==> src/verilog/usb_iface_pkg.sv <==
package usb_iface_pkg;

   // Register byte offsets
   localparam logic [7:0] OFF_OTG_SESSION_STATUS    = 8'h14;
   localparam logic [7:0] OFF_SERIAL_LINE_CONTROL   = 8'h18;
   localparam logic [7:0] OFF_LINE_EVENT_FLAGS      = 8'h1C;
   localparam logic [7:0] OFF_EVENT_STICKINESS      = 8'h20;
   localparam logic [7:0] OFF_EVENT_PORT_MASKS      = 8'h24;
   localparam logic [7:0] OFF_FRAME_START_COUNTER   = 8'h28;
   localparam logic [7:0] OFF_LAST_PACKET_IDENT     = 8'h2C;
   localparam logic [7:0] OFF_LAST_ENDPOINT         = 8'h30;
   localparam logic [7:0] OFF_ENDPOINT_SPECIAL_MARK = 8'h34;

   // Serial control field positions
   localparam int serial_diff_receive_bit      = 6;
   localparam int serial_dminus_receive_bit    = 5;
   localparam int serial_dplus_receive_bit     = 4;
   localparam int serial_tx_single_ended_zero  = 3;
   localparam int serial_tx_data_bit           = 2;
   localparam int serial_tx_enable_low         = 1;
   localparam int full_low_speed_serial_select = 0;
   localparam logic [3:0] SERIAL_CTRL_RESET    = 4'h2;

   // Event flag positions
   localparam int token_decoded_flag = 6;
   localparam int se0_seen_flag      = 5;
   localparam int k_seen_flag        = 4;
   localparam int j_seen_flag        = 3;
   localparam int crc16_fail_flag    = 2;
   localparam int receive_active_flag = 1;
   localparam int receive_error_flag = 0;
   localparam int FLAG_W             = 7;
   localparam logic [6:0] FOLLOW_FLAGS = 7'h03;
   localparam logic [6:0] FLAGS_RESET  = 7'h00;

   // Field positions of frame counter, endpoint
   localparam int frame_count_high = 8;
   localparam int frame_count_low  = 0;
   localparam int ENDPOINT_VALID_BIT = 4;
   localparam logic [4:0] SPECIAL_EP_OR = 5'h10;

   // Line states and packet identifiers
   localparam logic [1:0] LS_SE0 = 2'h0;
   localparam logic [1:0] LS_J   = 2'h1;
   localparam logic [1:0] LS_K   = 2'h2;
   localparam logic [10:0] SYNC_RESET = 11'h003;
   localparam logic [3:0] PID_OUT   = 4'h1;
   localparam logic [3:0] PID_IN    = 4'h9;
   localparam logic [3:0] PID_SETUP = 4'hD;
   localparam logic [3:0] PID_SOF   = 4'h5;
   localparam logic [4:0]  CRC5_INIT     = 5'h1F;
   localparam logic [4:0]  CRC5_POLY     = 5'h05;
   localparam logic [4:0]  CRC5_RESIDUAL = 5'h0C;
   localparam logic [15:0] CRC16_INIT     = 16'hFFFF;
   localparam logic [15:0] CRC16_POLY     = 16'h8005;
   localparam logic [15:0] CRC16_RESIDUAL = 16'h800D;

   typedef struct packed {
      logic        wr;
      logic        rd;
      logic [7:0]  addr;
      logic [31:0] wdata;
   } per_req_t;

   typedef struct packed {
      logic b_session_valid;
      logic id_ground;
      logic host_disconnect;
      logic vbus_valid;
      logic session_valid;
      logic session_end;
   } otg_status_t;

   typedef struct packed {
      logic diff_rx;
      logic dminus_rx;
      logic dplus_rx;
   } serial_rx_t;

   typedef struct packed {
      logic se0;
      logic data;
      logic enable_n;
      logic fsls_serial;
   } serial_tx_t;

   typedef enum logic [2:0] {
      PS_IDLE, PS_TOK1, PS_TOK2, PS_DATA, PS_SKIP
   } parse_state_t;

endpackage

==> src/verilog/usb_phy_iface_flags_regs.sv <==
`timescale 1ns/100ps
module usb_phy_iface_flags_regs #(
   parameter int NUM_PORTS = 4
) (
   input  wire logic                       clk,
   input  wire logic                       resetn,
   input  wire usb_iface_pkg::per_req_t    per_req,
   output logic [31:0]                     per_rdata,
   output logic                            per_ack,
   input  wire usb_iface_pkg::otg_status_t otg_pins,
   input  wire usb_iface_pkg::serial_rx_t  serial_pins,
   input  wire logic [1:0]                 linestate_pins,
   input  wire logic                       rx_active,
   input  wire logic                       rx_valid,
   input  wire logic                       rx_error,
   input  wire logic [7:0]                 rx_data,
   input  wire logic [6:0]                 dev_addr,
   output usb_iface_pkg::serial_tx_t       serial_tx,
   output logic [NUM_PORTS-1:0]            event_port,
   output logic [4:0]                      rx_ep_data,
   output logic                            rx_ep_strobe
);
   import usb_iface_pkg::*;

   if (NUM_PORTS < 3 || NUM_PORTS > 4) begin : g_bad_ports
      $error("NUM_PORTS must be 3 or 4");
   end

   function automatic logic [4:0] crc5_bits(input logic [4:0] c, input logic [15:0] d);
      logic [4:0] r;
      r = c;
      for (int i = 0; i < 16; i++) begin
         r = {r[3:0], 1'b0} ^ ((d[i] ^ r[4]) ? CRC5_POLY : 5'h00);
      end
      return r;
   endfunction

   function automatic logic [15:0] crc16_byte(input logic [15:0] c, input logic [7:0] d);
      logic [15:0] r;
      r = c;
      for (int i = 0; i < 8; i++) begin
         r = {r[14:0], 1'b0} ^ ((d[i] ^ r[15]) ? CRC16_POLY : 16'h0000);
      end
      return r;
   endfunction

   // Write strobe for one register offset
   function automatic logic wr_hit(input per_req_t r, input logic [7:0] off);
      return r.wr && r.addr == off;
   endfunction

   // Two-flop synchronisers for transceiver levels
   // Line bits reset to SE1 so leaving reset raises no line flag
   logic [10:0] sync1_r;
   logic [10:0] sync2_r;
   always_ff @(posedge clk) begin
      if (!resetn) begin
         sync1_r <= SYNC_RESET;
         sync2_r <= SYNC_RESET;
      end else begin
         sync1_r <= {otg_pins, serial_pins, linestate_pins};
         sync2_r <= sync1_r;
      end
   end
   wire otg_status_t otg_s   = sync2_r[10:5];
   wire serial_rx_t  serial_s = sync2_r[4:2];
   wire logic [1:0]  ls_s     = sync2_r[1:0];

   // Register bus decode
   wire logic wr_otg   = wr_hit(per_req, OFF_OTG_SESSION_STATUS);
   wire logic wr_ser   = wr_hit(per_req, OFF_SERIAL_LINE_CONTROL);
   wire logic wr_flags = wr_hit(per_req, OFF_LINE_EVENT_FLAGS);
   wire logic wr_stky  = wr_hit(per_req, OFF_EVENT_STICKINESS);
   wire logic wr_mask  = wr_hit(per_req, OFF_EVENT_PORT_MASKS);
   wire logic wr_sof   = wr_hit(per_req, OFF_FRAME_START_COUNTER);
   wire logic wr_mark  = wr_hit(per_req, OFF_ENDPOINT_SPECIAL_MARK);

   logic [3:0]        serial_ctrl_r;
   logic [FLAG_W-1:0] flags_r;
   logic [FLAG_W-1:0] sticky_r;
   logic [31:0]       masks_r;
   logic [10:0]       sof_count_r;
   logic [3:0]        last_pid_r;
   logic [4:0]        last_ep_r;
   logic [15:0]       ep_mark_r;

   // Packet parser
   parse_state_t ps_r;
   parse_state_t ps_nxt;
   logic         rx_active_d_r;
   logic [7:0]   tok1_r;
   logic [15:0]  crc16_r;
   logic [3:0]   cur_pid_r;

   wire logic pkt_start = rx_active && !rx_active_d_r;
   wire logic pkt_end   = !rx_active && rx_active_d_r;
   wire logic byte_ev   = rx_active && rx_valid;
   wire logic pid_ok    = rx_data[3:0] == ~rx_data[7:4];
   wire logic pid_token = rx_data[3:0] == PID_OUT || rx_data[3:0] == PID_IN ||
                          rx_data[3:0] == PID_SETUP || rx_data[3:0] == PID_SOF;
   wire logic pid_data  = rx_data[1:0] == 2'b11;
   wire logic tok_last  = ps_r == PS_TOK2 && byte_ev;
   wire logic crc5_ok   = crc5_bits(CRC5_INIT, {rx_data, tok1_r}) == CRC5_RESIDUAL;
   wire logic [3:0] tok_ep = {rx_data[2:0], tok1_r[7]};
   wire logic is_sof    = cur_pid_r == PID_SOF;
   wire logic tok_ok    = tok_last && crc5_ok && !is_sof && tok1_r[6:0] == dev_addr;
   wire logic sof_ok    = tok_last && crc5_ok && is_sof;
   wire logic crc16_bad = pkt_end && ps_r == PS_DATA && crc16_r != CRC16_RESIDUAL;

   always_comb begin
      ps_nxt = ps_r;
      unique case (ps_r)
         PS_IDLE: if (byte_ev) begin
            ps_nxt = !pid_ok ? PS_SKIP : pid_token ? PS_TOK1 : pid_data ? PS_DATA : PS_SKIP;
         end
         PS_TOK1: if (byte_ev) begin
            ps_nxt = PS_TOK2;
         end
         PS_TOK2: if (byte_ev) begin
            ps_nxt = PS_SKIP;
         end
         PS_DATA: ps_nxt = PS_DATA;
         PS_SKIP: ps_nxt = PS_SKIP;
      endcase
      if (!rx_active) begin
         ps_nxt = PS_IDLE;
      end
   end

   always_ff @(posedge clk) begin
      if (!resetn) begin
         ps_r          <= PS_IDLE;
         rx_active_d_r <= 1'b0;
         tok1_r        <= 8'h00;
         crc16_r       <= CRC16_INIT;
         cur_pid_r     <= 4'h0;
      end else begin
         ps_r          <= ps_nxt;
         rx_active_d_r <= rx_active;
         if (ps_r == PS_TOK1 && byte_ev) begin
            tok1_r <= rx_data;
         end
         if (ps_r == PS_IDLE && byte_ev) begin
            cur_pid_r <= rx_data[3:0];
            crc16_r   <= CRC16_INIT;
         end else if (ps_r == PS_DATA && byte_ev) begin
            crc16_r <= crc16_byte(crc16_r, rx_data);
         end
      end
   end

   // Event sources
   logic [FLAG_W-1:0] flag_ev;
   assign flag_ev[token_decoded_flag]  = tok_ok;
   assign flag_ev[se0_seen_flag]       = ls_s == LS_SE0;
   assign flag_ev[k_seen_flag]         = ls_s == LS_K;
   assign flag_ev[j_seen_flag]         = ls_s == LS_J;
   assign flag_ev[crc16_fail_flag]     = crc16_bad;
   assign flag_ev[receive_active_flag] = rx_active;
   assign flag_ev[receive_error_flag]  = rx_error;

   // Set wins over a software clear in the same cycle
   wire logic [FLAG_W-1:0] flag_clr  = wr_flags ? per_req.wdata[FLAG_W-1:0] : '0;
   wire logic [FLAG_W-1:0] flag_keep = sticky_r | (~FOLLOW_FLAGS & ~{FLAG_W{pkt_start}});
   wire logic [FLAG_W-1:0] flags_nxt = flag_ev | (flags_r & flag_keep & ~flag_clr);

   always_ff @(posedge clk) begin
      if (!resetn) begin
         flags_r  <= FLAGS_RESET;
         sticky_r <= '0;
         masks_r  <= 32'h0000_0000;
      end else begin
         flags_r <= flags_nxt;
         if (wr_stky) begin
            sticky_r <= per_req.wdata[FLAG_W-1:0];
         end
         if (wr_mask) begin
            masks_r <= per_req.wdata;
         end
      end
   end

   // Signalling ports; mask bit 7 selects no flag
   for (genvar p = 0; p < NUM_PORTS; p++) begin : g_port
      assign event_port[p] = |(flags_r & masks_r[p*8 +: FLAG_W]);
   end

   // Serial control, frame counter, capture registers
   always_ff @(posedge clk) begin
      if (!resetn) begin
         serial_ctrl_r <= SERIAL_CTRL_RESET;
         sof_count_r   <= 11'h000;
         last_pid_r    <= 4'h0;
         last_ep_r     <= 5'h00;
         ep_mark_r     <= 16'h0000;
         rx_ep_data    <= 5'h00;
         rx_ep_strobe  <= 1'b0;
      end else begin
         if (wr_ser) begin
            serial_ctrl_r <= per_req.wdata[3:0];
         end
         if (sof_ok) begin
            sof_count_r <= {rx_data[2:0], tok1_r};
         end else if (wr_sof) begin
            sof_count_r <= per_req.wdata[10:0];
         end
         if (ps_r == PS_IDLE && byte_ev && pid_ok) begin
            last_pid_r <= rx_data[3:0];
         end
         if (tok_ok) begin
            last_ep_r <= {1'b1, tok_ep};
         end
         if (wr_mark) begin
            ep_mark_r <= per_req.wdata[15:0];
         end
         rx_ep_strobe <= tok_ok;
         if (tok_ok) begin
            rx_ep_data <= {1'b0, tok_ep} | (ep_mark_r[tok_ep] ? SPECIAL_EP_OR : 5'h00);
         end
      end
   end

   assign serial_tx.se0         = serial_ctrl_r[serial_tx_single_ended_zero];
   assign serial_tx.data        = serial_ctrl_r[serial_tx_data_bit];
   assign serial_tx.enable_n    = serial_ctrl_r[serial_tx_enable_low];
   assign serial_tx.fsls_serial = serial_ctrl_r[full_low_speed_serial_select];

   // Read words; reserved bits and unmapped offsets read zero
   wire logic [31:0] rw_otg   = {26'h0, otg_s};
   wire logic [31:0] rw_ser   = {25'h0, serial_s, serial_ctrl_r};
   wire logic [31:0] rw_flags = {25'h0, flags_r};
   wire logic [31:0] rw_stky  = {25'h0, sticky_r};
   wire logic [31:0] rw_sof   = {21'h0, sof_count_r};
   wire logic [31:0] rw_pid   = {28'h0, last_pid_r};
   wire logic [31:0] rw_ep    = {27'h0, last_ep_r};
   wire logic [31:0] rw_mark  = {16'h0, ep_mark_r};
   wire logic [7:0]  rd_addr  = per_req.addr;
   wire logic [31:0] rd_mux   =
      rd_addr == OFF_OTG_SESSION_STATUS    ? rw_otg   :
      rd_addr == OFF_SERIAL_LINE_CONTROL   ? rw_ser   :
      rd_addr == OFF_LINE_EVENT_FLAGS      ? rw_flags :
      rd_addr == OFF_EVENT_STICKINESS      ? rw_stky  :
      rd_addr == OFF_EVENT_PORT_MASKS      ? masks_r  :
      rd_addr == OFF_FRAME_START_COUNTER   ? rw_sof   :
      rd_addr == OFF_LAST_PACKET_IDENT     ? rw_pid   :
      rd_addr == OFF_LAST_ENDPOINT         ? rw_ep    :
      rd_addr == OFF_ENDPOINT_SPECIAL_MARK ? rw_mark  : 32'h0000_0000;

   // Whole-word access only; no byte lanes exist
   always_ff @(posedge clk) begin
      if (!resetn) begin
         per_rdata <= 32'h0000_0000;
         per_ack   <= 1'b0;
      end else begin
         per_ack <= per_req.wr || per_req.rd;
         if (per_req.rd) begin
            per_rdata <= rd_mux;
         end
      end
   end

   // Status register is read-only; writes to it are dropped
   wire logic unused_wr = wr_otg;

endmodule

==> config.mk <==
export PLATFORM = sky130hd
export DESIGN_NAME = usb_phy_iface_flags_regs
export DESIGN_NICKNAME = d
export VERILOG_FILES = /design/src/verilog/usb_iface_pkg.sv /design/src/verilog/usb_phy_iface_flags_regs.sv
export SDC_FILE = /design/constraint.sdc
export NUM_CORES = 1
export LEC_CHECK = 0
export BUFFER_PORTS_ARGS = -buffer_cell sky130_fd_sc_hd__clkbuf_2
export CAP_MARGIN = 20
export CELL_PAD_IN_SITES_DETAIL_PLACEMENT = 0
export CELL_PAD_IN_SITES_GLOBAL_PLACEMENT = 1
export CORE_MARGIN = 5
export CORE_UTILIZATION = 44
export CTS_CLUSTER_DIAMETER = 30
export DETAILED_ROUTE_END_ITERATION = 10
export PLACE_DENSITY_LB_ADDON = 0.1
export SLEW_MARGIN = 20
export SYNTH_ARGS = -nofsm -noshare
export SYNTH_HDL_FRONTEND = slang
export SYNTH_SLANG_ARGS = --single-unit
==> constraint.sdc <==
create_clock -name clk -period 3.6 [get_ports clk]
set_clock_uncertainty 0.15 [all_clocks]
set_input_delay 0.18 -clock clk [delete_from_list [all_inputs] [get_ports clk]]
set_output_delay 0.18 -clock clk [all_outputs]
set_load 0.005 [all_outputs]
==> results by stage, run 1 <==
Status:
- The flow ran to the end, and the final reports show no timing, DRC or antenna violations.

Final layout:
- 0 antenna diodes ended up in the layout.
- The post-route netlist has 17.5% of its cells at a drive strength greater than 1.
- For this run, the number of standard cells in the final layout without fillers is between 1000 and 1500.
- The relative area change from synthesis to final layout is 20.7%.
- The area taken by multi-input logic gates is 4470 um^2.
- The net count reported at finish is approximately 1100.
- The area of all sequential standard cells is 3500 um^2.
- The utilization of the core after routing is 53.8%.
- The final non-filler cell area is 10100 um^2.
- After filler insertion, the fill cell instance count of the layout stands at 1800.

STA:
- The least setup slack across all paths after layout is about 0.68 ns.
- The worst relative slew slack is about 27%.
- The final-report max-slew violation count was 0.
- The worst path uses slightly above 80% of the clock period.
- The final sum of negative setup slack is 0 ns.
- The final hold violation count is 0.
- The slew at the pin closest to its max-slew limit is around 1.1 ns.
- Hold is met by 0.0253 ns.
- The final critical delay including setup and external delays is 2.92 ns.
- The maximum clock frequency is ~0.34 GHz.
- Setup violations remaining at the end of the flow were counted as 0.
- Setup repair after global routing left no endpoint under its margin.

Logic synthesis:
- Synthesis produced around 940 cells.
- Ranked by instance count, the synthesized netlist is headed by dfxtp_1, nand2_1, nor2b_1.
- The total number of yosys warnings is 0.
- The count of unique library cells instantiated by Yosys is 56.
- Yosys mapped a number of flops with a built-in enable equal to 0.
- The post-synthesis sequential element count is 175.
- dfxtp_1 is the most common cell in the netlist.
- The fraction of the yosys area taken by sequential cells is a little over two fifths.
- The portion of synthesized cell area occupied by the leading cell type is between 40% and 50%.
- The net count after synthesis is between 1000 and 1500.
- The async set-or-reset flop fraction in the synthesized netlist is 0%.
- By area the synthesized netlist is led by dfxtp_1, nand2_1, mux2i_1.
- The library cell occupying the most area in the post-synthesis netlist is dfxtp_1.
- The synthesized area per cell is approximately 8.9 um^2.
- The mapped netlist covers around 8300 um^2.
- The predominant post-synthesis flop cell is dfxtp_1.

Worst setup path:
- For the worst setup path, the data required time is ~3.8 ns.
- In this run the worst setup path terminates at rx_ep_data[4]$_SDFFE_PN0P_.
- The largest fanout on the critical path is 8.
- The signal on the critical path passes through dlygate4sd3_1 > clkbuf_2 > xor3_1 > xor2_1 > or3_1 > a211o_1 > a211oi_4 > mux2i_1.
- Broken down by cell family, the worst path's largest delay share belongs to compound AO/OA/AOI/OAI gates.
- The library cell contributing the largest single delay on the critical path is a211oi_4.
- For this run, the slowest stage of the critical path takes 0.60 ns.
- The number of cells on the worst reg-to-reg path is 6.
- Setup slack on the worst reg-to-reg path comes out at 0.77 ns.
- The number of gates on the worst path with buffers counted is 8.
- The worst register-to-register path begins at tok1_r[0]$_SDFFE_PN0P_.
- STA classifies the critical path endpoint as a register.
- The worst setup path is launched from a primary input.
- The endpoint identified for the worst register-to-register timing path is rx_ep_data[4]$_SDFFE_PN0P_.
- The worst setup path is of the primary input to register kind.
- The arrival time at the worst endpoint is around 3.1 ns.
- The launching element of the worst setup path is rx_data[3].
- The critical path buffer and inverter count is 2.

Power:
- The analysis attributes to cell leakage a power of ~3.9 nW.
- The worst-case vdd ir drop is roughly 0.32 mV.
- After layout, the design draws a total of roughly 4.2 mW.
- The power density relative to cell area is just over 400 nW/um^2.

Route:
- Dividing the detail-routed wire length by the instance count gives ~19 um.
- The number of iterations in the first detailed-routing pass is 5.
- The sum of routed wire length over all layers is ~25000 um.
- The detailed router placed around 7000 vias in this run.
- The ratio of routed vias to standard cells is 5.38.
- After the first detailed-routing iteration, the DRC count stood at between 400 and 500.
- The count of unresolved DRC violations after routing is 0.
- The antenna violation net count after detailed routing is 0.

Clock tree:
- The later pin in the worst-skew pair is clocked with a latency of 0.42 ns.
- In this run the clock root is driven by a clkbuf_16.
- Gates resized during post-CTS repair numbered 0.
- The number of clock sinks seen by CTS is 175.
- The number of buffers created by CTS is 17.
- The clock tree buffer depth is 2.
- The clock tree synthesis step divided the H-tree into 4 levels.
- TritonCTS built the clock tree.
- After clock tree synthesis, the clock-pin slew on the worst setup and hold paths is about 0.06 ns.

Job:
- Max-cap violations in this run came to 0.

Global route:
- The initial antenna violation count was 0.
- For this run the aggregate overflow at the end of global routing stands at 0.
- The number of global-route vias before repair is between 6000 and 7000.
- The first global-routing pass estimated between 30000 and 40000 um of wire.
- The maximum number of pins on one net before global-route repair is between 60 and 70.
- The overall track demand over capacity in global routing is 22.4%.

Placed design:
- After legalization and detailed placement, the total HPWL measured around 17000 um.
- The placement-stage worst setup slack is ~0.8 ns.
- The count of port buffers added during placement is roughly 120.
- Summing all placed instances gives a cell area of 9030 um^2.
- The cell total after placement is between 1000 and 1500.
- At the end of routability-driven placement, the weighted congestion stood at about 0.9.

Floorplanning:
- The placeable core area is between 15000 and 20000 um^2.
- The top-level I/O count is 120.
- The die covers ~22000 um^2.
- Once the floorplan was initialized, standard cells occupied between 40% and 50% of the core.
- After floorplanning, the core was divided into 50 placement rows.
- The die is ~150 um wide.
- The floorplan step set the die height to approximately 150 um.

Worst hold path:
- The path class of the tightest hold or removal check is primary input to register.
==> layer usage <==
metal / up-vias / part of all wire, % / GRT usage [%]
li1: 3498 / - / -
met1: 3327 / 50 / 33.6
met2: 216 / 43 / 33.0
met3: 24 / 6.3 / 4.81
met4: 0 / 1.4 / 4.94
met5: - / 0 / 0
==> cell families (layout without fill, tap and decap cells) <==
group | count (synthesis) | count (layout) | share of synthesized area (%)
AOI/OAI and AO/OA | 217 | 217 | 17.7
xor gates and xnor gates | 48 | 48 | 6.08
buffers and inverters | 80 | 220 | 4.50
DFF | 175 | 175 | 42.0
muxes | 68 | 68 | 9.08
and+or+nand+nor | 350 | 350 | 20.6
==> report_power, final <==
part / total [mW] / switching [mW] / leakage (nW) / internal, mW
clock network: 1.87 / 0.820 / 0.282 / 1.05
registers: 1.97 / 0.0129 / 1.42 / 1.96
logic: 0.329 / 0.182 / 2.22 / 0.148
==> registers in the layout, indices dropped and copies added (netlist names) <==
| register | flops |
|---|---|
| crc16_r | 16 |
| cur_pid_r | 4 |
| ep_mark_r | 16 |
| flags_r | 7 |
| last_ep_r | 1 |
| last_pid_r | 4 |
| masks_r | 32 |
| per_ack | 1 |
| per_rdata | 32 |
| ps_r | 3 |
| rx_active_d_r | 1 |
| rx_ep_data | 5 |
| rx_ep_strobe | 1 |
| serial_tx | 4 |
| sof_count_r | 11 |
| sticky_r | 7 |
| sync1_r | 11 |
| sync2_r | 11 |
| tok1_r | 8 |
==> layout by cell type (no fill, tap or decap), types with 4 or more instances in the layout <==
cell and instances:
a222oi_1 4, and2_1 26, xor2_1 14, a31oi_1 11, clkbuf_16 17, o21a_1 19
mux4_2 5, o211ai_1 16, inv_1 10, inv_6 5, clkbuf_2 118, a211oi_1 4
a22oi_1 19, mux2_2 11, nor2_1 18, nand2b_1 10, xnor2_1 27, nand2_1 159
nand3_1 32, nor2b_1 73, a21oi_1 44, buf_4 15, a21boi_0 53, nor4_1 7
o22ai_1 10, dlygate4sd3_1 45, nor3_1 7, mux2i_1 52, and3_1 4, dfxtp_1 175
o21ai_0 23
==> what timing repair did <==
item / 4_1_cts / 5_1_grt
setup buffers: 0 / 0
hold buffers: 45 / 0
endpoints found under the hold margin: 61 / 0
==> worst register-to-register path, delay by kind of cell (launching register included) <==
kind            cells  cell delay [ns]
xor+xnor            2             0.58
simple gates        1             0.35
compound gates      2             0.95
flops               1             0.46
mux                 1             0.26
==> cell type report <==
cell class                 count  area share, %
multi-input combinational    683           44.4
sequential                   175           34.8
timing repair buffer         179           11.7
clock buffer                  18           4.36
tap                          234           2.91
clock inverter                13           1.50
inverter                      10          0.373
==> how the worst min path moves through the flow <==
stage	from	end	slack [ns]	depth (start not counted)
after floorplan	linestate_pins[0]	sync1_r[0]$_SDFF_PN1_	0.13	1
after global placement	linestate_pins[1]	sync1_r[1]$_SDFF_PN1_	0.22	2
after detailed placement	linestate_pins[1]	sync1_r[1]$_SDFF_PN1_	0.22	2
after CTS	rx_data[7]	tok1_r[7]$_SDFFE_PN0P_	0.00003	3
after global routing	per_req[5]	masks_r[5]$_SDFFE_PN0P_	0.02	3
final	rx_data[7]	tok1_r[7]$_SDFFE_PN0P_	0.03	3
No activity file was read; power rests on OpenSTA's default activity.
==> run 2: changes to the inputs <==
--- a/config.mk
+++ b/config.mk
@@ -5,12 +5,13 @@
 export SDC_FILE = /design/constraint.sdc
 export NUM_CORES = 1
 export LEC_CHECK = 0
+export ABC_AREA = 1
 export BUFFER_PORTS_ARGS = -buffer_cell sky130_fd_sc_hd__clkbuf_2
 export CAP_MARGIN = 20
 export CELL_PAD_IN_SITES_DETAIL_PLACEMENT = 0
 export CELL_PAD_IN_SITES_GLOBAL_PLACEMENT = 1
 export CORE_MARGIN = 5
-export CORE_UTILIZATION = 44
+export CORE_UTILIZATION = 41
 export CTS_CLUSTER_DIAMETER = 30
 export DETAILED_ROUTE_END_ITERATION = 10
 export PLACE_DENSITY_LB_ADDON = 0.1
==> constraint.sdc (replaced) <==
create_clock -name clk -period 2.9 [get_ports clk]
set_clock_uncertainty 0.15 [all_clocks]
set_input_delay 0.145 -clock clk [delete_from_list [all_inputs] [get_ports clk]]
set_output_delay 0.145 -clock clk [all_outputs]
set_load 0.005 [all_outputs]
==> run 2 against run 1 <==
Routed wire length increased by 3.0%; die area rose by 4.8%; synthesized cell count is 23% higher; clock power rose by 30%; first-iteration DRC count increased by 27%; critical path depth is 6 higher; setup slack got worse by 0.10 ns; total power up 26%; count of clock-buffer cells in the layout unchanged; hold slack worse by 0.0055 ns; area after synthesis decreased by 2.1%; sequential cell count unchanged; critical path type unchanged.
==> results by stage, run 2 <==
Status:
- The run finished with clean final reports.

Logic synthesis:
- The share of synthesized area in the top cell type comes to between 40% and 50%.
- The fraction of the yosys area taken by sequential cells is between 40% and 50%.
- By area the synthesized netlist is led by dfxtp_1, nand2_1, a21oi_1.
- The async set-or-reset flop fraction in the synthesized netlist is 0%.
- The post-synthesis sequential element count is between 150 and 200.
- The count of flip-flops with a built-in enable after synthesis is 0.
- The number of instances in the synthesized netlist is 1151.
- The count of unique library cells instantiated by Yosys is a little over 40.
- Yosys instantiated no cell more often than nand2_1.
- When the netlist entered floorplanning its net count stood at between 1000 and 1500.
- The synthesized area per cell is roughly 7 um^2.
- Sorting the synthesized cells by how often they occur yields nand2_1, dfxtp_1, a21oi_1.
- The post-synthesis instance area is between 8000 and 9000 um^2.
- The total number of yosys warnings is 0.
- The most used flip-flop cell after synthesis is dfxtp_1.
- The library cell occupying the most area in the post-synthesis netlist is dfxtp_1.

Clock tree:
- TritonCTS built the clock tree.
- In this run, CTS created clock tree buffers numbering 17.
- The clock tree buffer depth is 2.
- In this run the clock root is driven by a clkbuf_16.
- After clock tree synthesis, the repair step resized 0 gates.
- The tree built by TritonCTS fans out to approximately 180 sinks.
- After clock tree synthesis, the clock-pin slew on the worst setup and hold paths is roughly 0.07 ns.
- The maximum level of the CTS H-tree is 4.
- Once the clock tree was built, the setup fixing pass inserted 0 buffers.
- The clock latency reported for the late side of the worst-skew pair is 0.43 ns.

Route:
- After detailed routing, the number of vias per cell comes to approximately 5.
- The vias after detailed routing is between 8000 and 9000.
- The routed length per placed instance is 16.1 um.
- The first detailed-routing pass ran for 5 iterations.
- The count of unresolved DRC violations after routing is 0.
- The sum of routed wire length over all layers is around 25000 um.
- For this block, the initial DRC count from the detailed router was 582.
- The count of nets left with antenna violations once routing finished came out at 0.

Final layout:
- Compared with the post-synthesis result, the final layout area differs by 24.1%.
- The layout cell share with drive strength beyond 1 is roughly 17%.
- The library cells used most frequently in the layout, excluding fill and tap cells, are nand2_1, dfxtp_1, a21oi_1.
- Leaving out fill and tap cells, the most frequent cell in the layout is nand2_1.
- The largest registers in the layout are masks_r x32, per_rdata x32.
- The final layout contains 1376 nets.
- The repair_antennas step left the layout with diodes totalling 0.

STA:
- After layout, the worst path uses roughly four fifths of the clock period.
- Setup violations remaining at the end of the flow were counted as 0.
- The slew at the pin closest to its max-slew limit is approximately 0.8 ns.
- The final-report max-slew violation count is 0.
- The worst relative slew slack is between 40 and 50%.
- Subtracting the final worst setup slack from the clock period gives ~2.3 ns.
- Static timing analysis puts the maximum clock frequency at about 0.43 GHz.
- The final sum of negative setup slack is 0 ns.
- Setup repair after global routing left no endpoint under its margin.
- The final hold violation count is 0.

Worst setup path:
- The arrival time at the worst endpoint is 2.49 ns.
- The data required time of the critical path is just over 3 ns.
- The path type of the worst setup path is primary input to register.
- The capturing element type of the critical path is a register.
- STA classifies the critical path startpoint as a primary input.
- The largest fanout on the critical path is 12.

Worst hold path:
- The worst hold path class is primary input to register.

Placed design:
- The count of port buffers added during placement is ~120.
- The post-detailed-placement half-perimeter wirelength is 18000 um.
- The final weighted congestion in routability-driven placement is approximately 0.82.

Global route:
- The wire length of the first global-routing pass is 41000 um.
- The leftover overflow at the end of global routing is 0.
- The initial antenna violation count is 0.
- The number of global-route vias before repair came to 7593.
- The maximum number of pins on one net before global-route repair is around 50.
- The overall track demand over capacity in global routing is between 20% and 30%.

Power:
- The total power is 5.25 mW.
- The leakage power total is about 4.3 nW.
- The worst-case vdd ir drop is 0.401 mV.
- The power density relative to cell area is slightly above 500 nW/um^2.

Floorplanning:
- The placeable core area is 19500 um^2.
- The number of placement rows is between 50 and 60.
- During I/O placement, the number of pins put on the boundary was 120.
- The initial core utilization is about two fifths.
- Measured along the y axis, the die boundary spans between 150 and 200 um.
- The total die area is 22800 um^2.
- The horizontal die dimension is ~150 um.

Job:
- The number of max-cap violations is 0.
## run 2: cell types whose count changed after synthesis, sizes merged, moves of 48 or more
| cell | delta |
|---|---|
| nor2b | -73 |
| o21ai | +59 |
| nand3 | +48 |
| mux2i | -52 |
| inv | +115 |
| nand2 | +151 |
| a21boi | -53 |
| a21oi | +101 |
## run 2: per-layer routing
metal	share of wire [%]	vias up	track usage (%)
met1	48	3795	33.5
met4	1.3	0	5.53
met5	0	-	0
met2	46	211	35.5
met3	4.9	27	3.26
li1	-	4104	-
## run 2: repair_timing
| action | CTS | global route |
|---|---|---|
| endpoints found under the hold margin | 75 | 0 |
| endpoints found under the setup margin | 0 | 0 |
| hold buffers | 56 | 0 |
## run 2: worst paths after layout
kind | endpoint | cells after the start | slack [ns] | start
min | tok1_r[4]$_SDFFE_PN0P_ | 3 | 0.02 | rx_data[4]
max | rx_ep_data[2]$_SDFFE_PN0P_ | 14 | 0.57 | rx_data[2]
min reg2reg | sync2_r[6]$_SDFF_PN0_ | 2 | 0.26 | sync1_r[6]$_SDFF_PN0_
max reg2reg | rx_ep_data[2]$_SDFFE_PN0P_ | 13 | 0.63 | tok1_r[2]$_SDFFE_PN0P_
## run 2: critical path: stages
cell and delay (ns):
dlygate4sd3_1 0.54, clkbuf_2 0.22, inv_1 0.22, nand2_1 0.11, nand3_1 0.09, nand2_1 0.08
inv_1 0.07, nand2_2 0.06, nand3b_1 0.10, nand2_2 0.07, nor2_4 0.29, nand3_4 0.21
inv_1 0.17, a21oi_1 0.08
## run 2: where the power goes
| group | internal (mW) | switching [mW] |
|---|---|---|
| Combinational | 0.147 | 0.231 |
| Sequential | 2.43 | 0.0146 |
| Clock | 1.34 | 1.09 |
## run 2: logic make-up (layout without fill, tap and decap cells)
| group | Yosys count | count (layout) | share of synthesized area [%] |
|---|---|---|---|
| AND/OR/NAND/NOR | 490 | 490 | 26.6 |
| AO/OA/AOI/OAI | 277 | 277 | 19.0 |
| flip-flops | 175 | 175 | 42.9 |
| buffers and inverters | 188 | 353 | 9.30 |
| XOR/XNOR | 21 | 21 | 2.25 |
## run 2: through the flow
stage	hold slack [ns]	utilization [%]	instances	area [um^2]	worst slack (ns)
final	0.0198	51.9	1581	10100	0.572
after global routing	0.0350	51.9	1581	10100	0.337
after CTS	0.00950	51.9	1581	10100	0.643
after detailed placement	0.179	45.8	1493	8950	0.613
after floorplan	0.0926	-	1151	8170	1.06
after global placement	0.175	45.8	1493	8950	0.659
## run 2: area by class of cell
class	instances	area [um^2]
clock buffer	18	439
multi-input combinational	788	3910
tap	265	332
sequential	175	3500
timing repair buffer	192	1280
inverter	129	484
clock inverter	14	189
fill	1995	9390
==> run 3: changes to the inputs <==
--- a/config.mk
+++ b/config.mk
@@ -11,7 +11,7 @@
 export CELL_PAD_IN_SITES_DETAIL_PLACEMENT = 0
 export CELL_PAD_IN_SITES_GLOBAL_PLACEMENT = 1
 export CORE_MARGIN = 5
-export CORE_UTILIZATION = 41
+export CORE_UTILIZATION = 37
 export CTS_CLUSTER_DIAMETER = 30
 export DETAILED_ROUTE_END_ITERATION = 10
 export PLACE_DENSITY_LB_ADDON = 0.1
==> constraint.sdc (replaced) <==
create_clock -name clk -period 1.96 [get_ports clk]
set_clock_uncertainty 0.15 [all_clocks]
set_input_delay 0.098 -clock clk [delete_from_list [all_inputs] [get_ports clk]]
set_output_delay 0.098 -clock clk [all_outputs]
set_load 0.005 [all_outputs]
==> run 3 against run 2 <==
The run now ends with setup timing left; total power increased by 46%; sequential share of layout area decreased by 2.1 points; global-route usage fell by 1.7 points; routed wire length rose by 6.6%; count of clock-buffer cells in the layout is the same; hold slack worse by 0.0032 ns; via count rose by 2.2%; setup slack lost 0.61 ns; critical path depth up 1; combinational power is 72% higher.
==> results by stage, run 3 (synthesis results as in run 2) <==
Route:
- The ratio of routed vias to standard cells is 5.02.
- Dividing the detail-routed wire length by the instance count gives between 15 and 20 um.
- Before antenna repair, the detailed router went through 5 iterations.
- Summed over all layers, the routed wires come to 27100 um.
- In the routed design, unresolved DRC markers number 0.
- The initial DRC count is roughly 570.
- Detailed routing inserted a total of between 8000 and 9000 vias.
- The antenna violation net count after detailed routing is 0.

Power:
- The power share of the sequential group is between 40% and 50%.
- The power density relative to cell area is between 700 and 800 nW/um^2.
- The clock share of power is between 40% and 50%.
- Internal power comes to about 5.6 mW.
- The analysis attributes to cell leakage a power of approximately 4.7 nW.
- The worst-case vdd ir drop is between 0.5 and 0.6 mV.
- Combinational logic is responsible for under 10% of the overall power.
- Net switching is 27.0% of the power.
- The analysis attributes to net switching a power of between 2 and 2.5 mW.

STA:
- The worst path uses 102% of the clock period.
- Setup repair after global routing could not meet its margin everywhere.
- The final-layout worst hold slack is 0.0166 ns.
- The slew at the pin closest to its max-slew limit is ~0.63 ns.
- Based on the critical path, the design can be clocked at up to roughly 0.5 GHz.
- The final critical delay including setup and external delays is roughly 2.0 ns.
- The least setup slack across all paths after layout is -0.0374 ns.
- Setup violations remaining at the end of the flow were counted as 15.
- In this run the tightest slew margin relative to its limit is 58.1%.
- The final sum of negative setup slack is -0.278 ns.
- The final hold violation count is 0.
- The final-report max-slew violation count is 0.

Final layout:
- The final non-filler cell area is 10900 um^2.
- The layout cell share with drive strength beyond 1 is 23.8%.
- The area of all sequential standard cells is about 3500 um^2.
- Leaving out fill and tap cells, the most frequent cells in the layout are nand2_1, dfxtp_1, a21oi_1.
- The area taken by multi-input logic gates is between 4000 and 5000 um^2.
- For this run, the post-layout net count is 1436.
- In the final layout, the registers with the most flip-flops are masks_r x32, per_rdata x32.
- The leading cell type in the layout, fill and taps excluded is nand2_1.
- The layout has roughly 2200 filler cells.
- The relative area change from synthesis to final layout is 33.1%.
- For this run, the share of the core covered by cells in the final layout is between 40% and 50%.
- The number of inserted diodes is 0.

Clock tree:
- TritonCTS built the clock tree.
- The clock tree synthesis step divided the H-tree into 4 levels.
- Clock-pin slew was measured on the worst setup and hold paths at 0.08 ns.
- The number of buffers created by CTS is 17.
- The number of clock sinks seen by CTS is between 150 and 200.
- The clock tree buffer depth is 2.
- The tree is rooted in a clkbuf_16.
- For the worst-skew pair, the clock arrives at the later sink with an insertion delay of 0.44 ns.

Floorplanning:
- The initial core utilization is between 30 and 40%.
- The core region is approximately 22000 um^2.
- Measured along the y axis, the die boundary spans 159 um.
- The horizontal die dimension is 159 um.
- The die covers between 20000 and 30000 um^2.
- The top-level I/O count is 120.
- The floorplan has 54 rows.

Worst setup path:
- Traced cell by cell, the critical path runs through inv_4 > nand2_1 > nand2_2 > nand3_1 > nand2_1 > inv_1 > nand2_4 > nand2_2 > nand2_1 > nand2_2 > nor2_4 > buf_6 > nand4_1 > nand2_1 > a21oi_2.
- The data required time of the critical path is 2.12 ns.
- Along the worst path, the maximum fanout reaches 6.
- The maximum single-stage delay on the critical path is 0.37 ns.
- The worst setup path is launched from a register.
- The cell repeated most along the worst path is nand2_1.
- The worst setup path is of the register to register kind.
- The capturing element type of the critical path is a register.
- The arrival time at the worst endpoint is roughly 2.2 ns.
- The largest individual stage delay along the critical path comes from the cell dfxtp_4.
- The depth of the most critical reg-to-reg path is 15.

Placed design:
- The post-detailed-placement half-perimeter wirelength is 19300 um.
- Summing all placed instances gives a cell area of roughly 9400 um^2.
- Input and output buffers added on the ports amount to between 100 and 150.
- The final weighted congestion in routability-driven placement is roughly 0.85.

Global route:
- The number of global-route vias before repair is between 7000 and 8000.
- The maximum number of pins on one net before global-route repair is 57.
- After global routing the overflow that remains totals 0.
- The overall track demand over capacity in global routing is between 20% and 30%.
- The wire length of the first global-routing pass is 41600 um.
- The initial antenna violation count is 0.

Job:
- The tool flagged a number of max-cap violations equal to 0.

Status:
- The flow ran to the end, but the final reports show violations.
- The checks that failed: setup timing.

Worst hold path:
- The worst hold path class is primary input to register.
- The depth of the worst hold-timing path is 3.
==> run 3: cell count changes in the layout (fill, tap and decap cells not counted), moves of 5 or more <==
cell and delta:
inv_2 +5, buf_4 +48, inv_1 -6, buf_12 +5, nand2_1 -18, nand2_2 +16, dfxtp_2 +7, dfxtp_1 -11
==> run 3: critical path, delay by kind of cell, from the launching register on <==
| kind | cells | cell delay [ns] |
|---|---|---|
| simple gates | 11 | 0.98 |
| flops | 1 | 0.37 |
| buf+inv | 3 | 0.31 |
| compound gates | 1 | 0.05 |
==> run 3: final cells by class <==
class | count | share of cell area, %
multi-input combinational | 789 | 37.5
inverter | 129 | 4.50
timing repair buffer | 251 | 17.0
sequential | 175 | 32.4
clock inverter | 14 | 1.31
clock buffer | 18 | 4.04
tap | 280 | 3.22
==> run 3: repair_timing <==
action	in CTS	in global routing
gates resized for setup	2	70
buffers inserted	0	1
hold endpoints to repair	100	0
pin swaps	0	36
gates cloned	0	3
endpoints found under the setup margin	15	30
hold buffers	58	0
==> run 3: per-layer routing <==
layer	vias to the layer above	share of wire [%]	GRT usage (%)
met1	3815	47	30.5
met2	251	45	32.7
met5	-	0	0
li1	4225	-	-
met3	23	7.0	4.16
met4	0	1.0	5.00
==> run 3: worst paths after layout <==
kind                                from                     endpoint  slack [ns]
setup / recovery  tok1_r[2]$_SDFFE_PN0P_  sof_count_r[8]$_SDFFE_PN0P_       -0.04
hold / removal               per_req[41]           per_ack$_SDFF_PN0_        0.02
hold reg to reg    sync1_r[3]$_SDFF_PN0_        sync2_r[3]$_SDFF_PN0_        0.26
setup reg to reg  tok1_r[2]$_SDFFE_PN0P_  sof_count_r[8]$_SDFFE_PN0P_       -0.04
==> run 3: through the flow <==
step / std cells / setup WS, ns / power, mW
2_1_floorplan: 1151 / 0.123 / 3.96
3_3_place_gp: 1563 / -0.0783 / 4.23
3_5_place_dp: 1563 / -0.0832 / 4.23
4_1_cts: 1653 / 0.00881 / 7.70
5_1_grt: 1656 / -0.176 / 7.93
6_report: 1656 / -0.0374 / 7.65
==> run 3: power groups by stage <==
stage	clock network, mW	logic (mW)	registers (mW)
floorplan	0	0.276	3.69
global placement	0	0.538	3.69
detailed placement	0	0.537	3.69
CTS	3.46	0.628	3.61
global route	3.61	0.714	3.61
finish	3.40	0.649	3.61
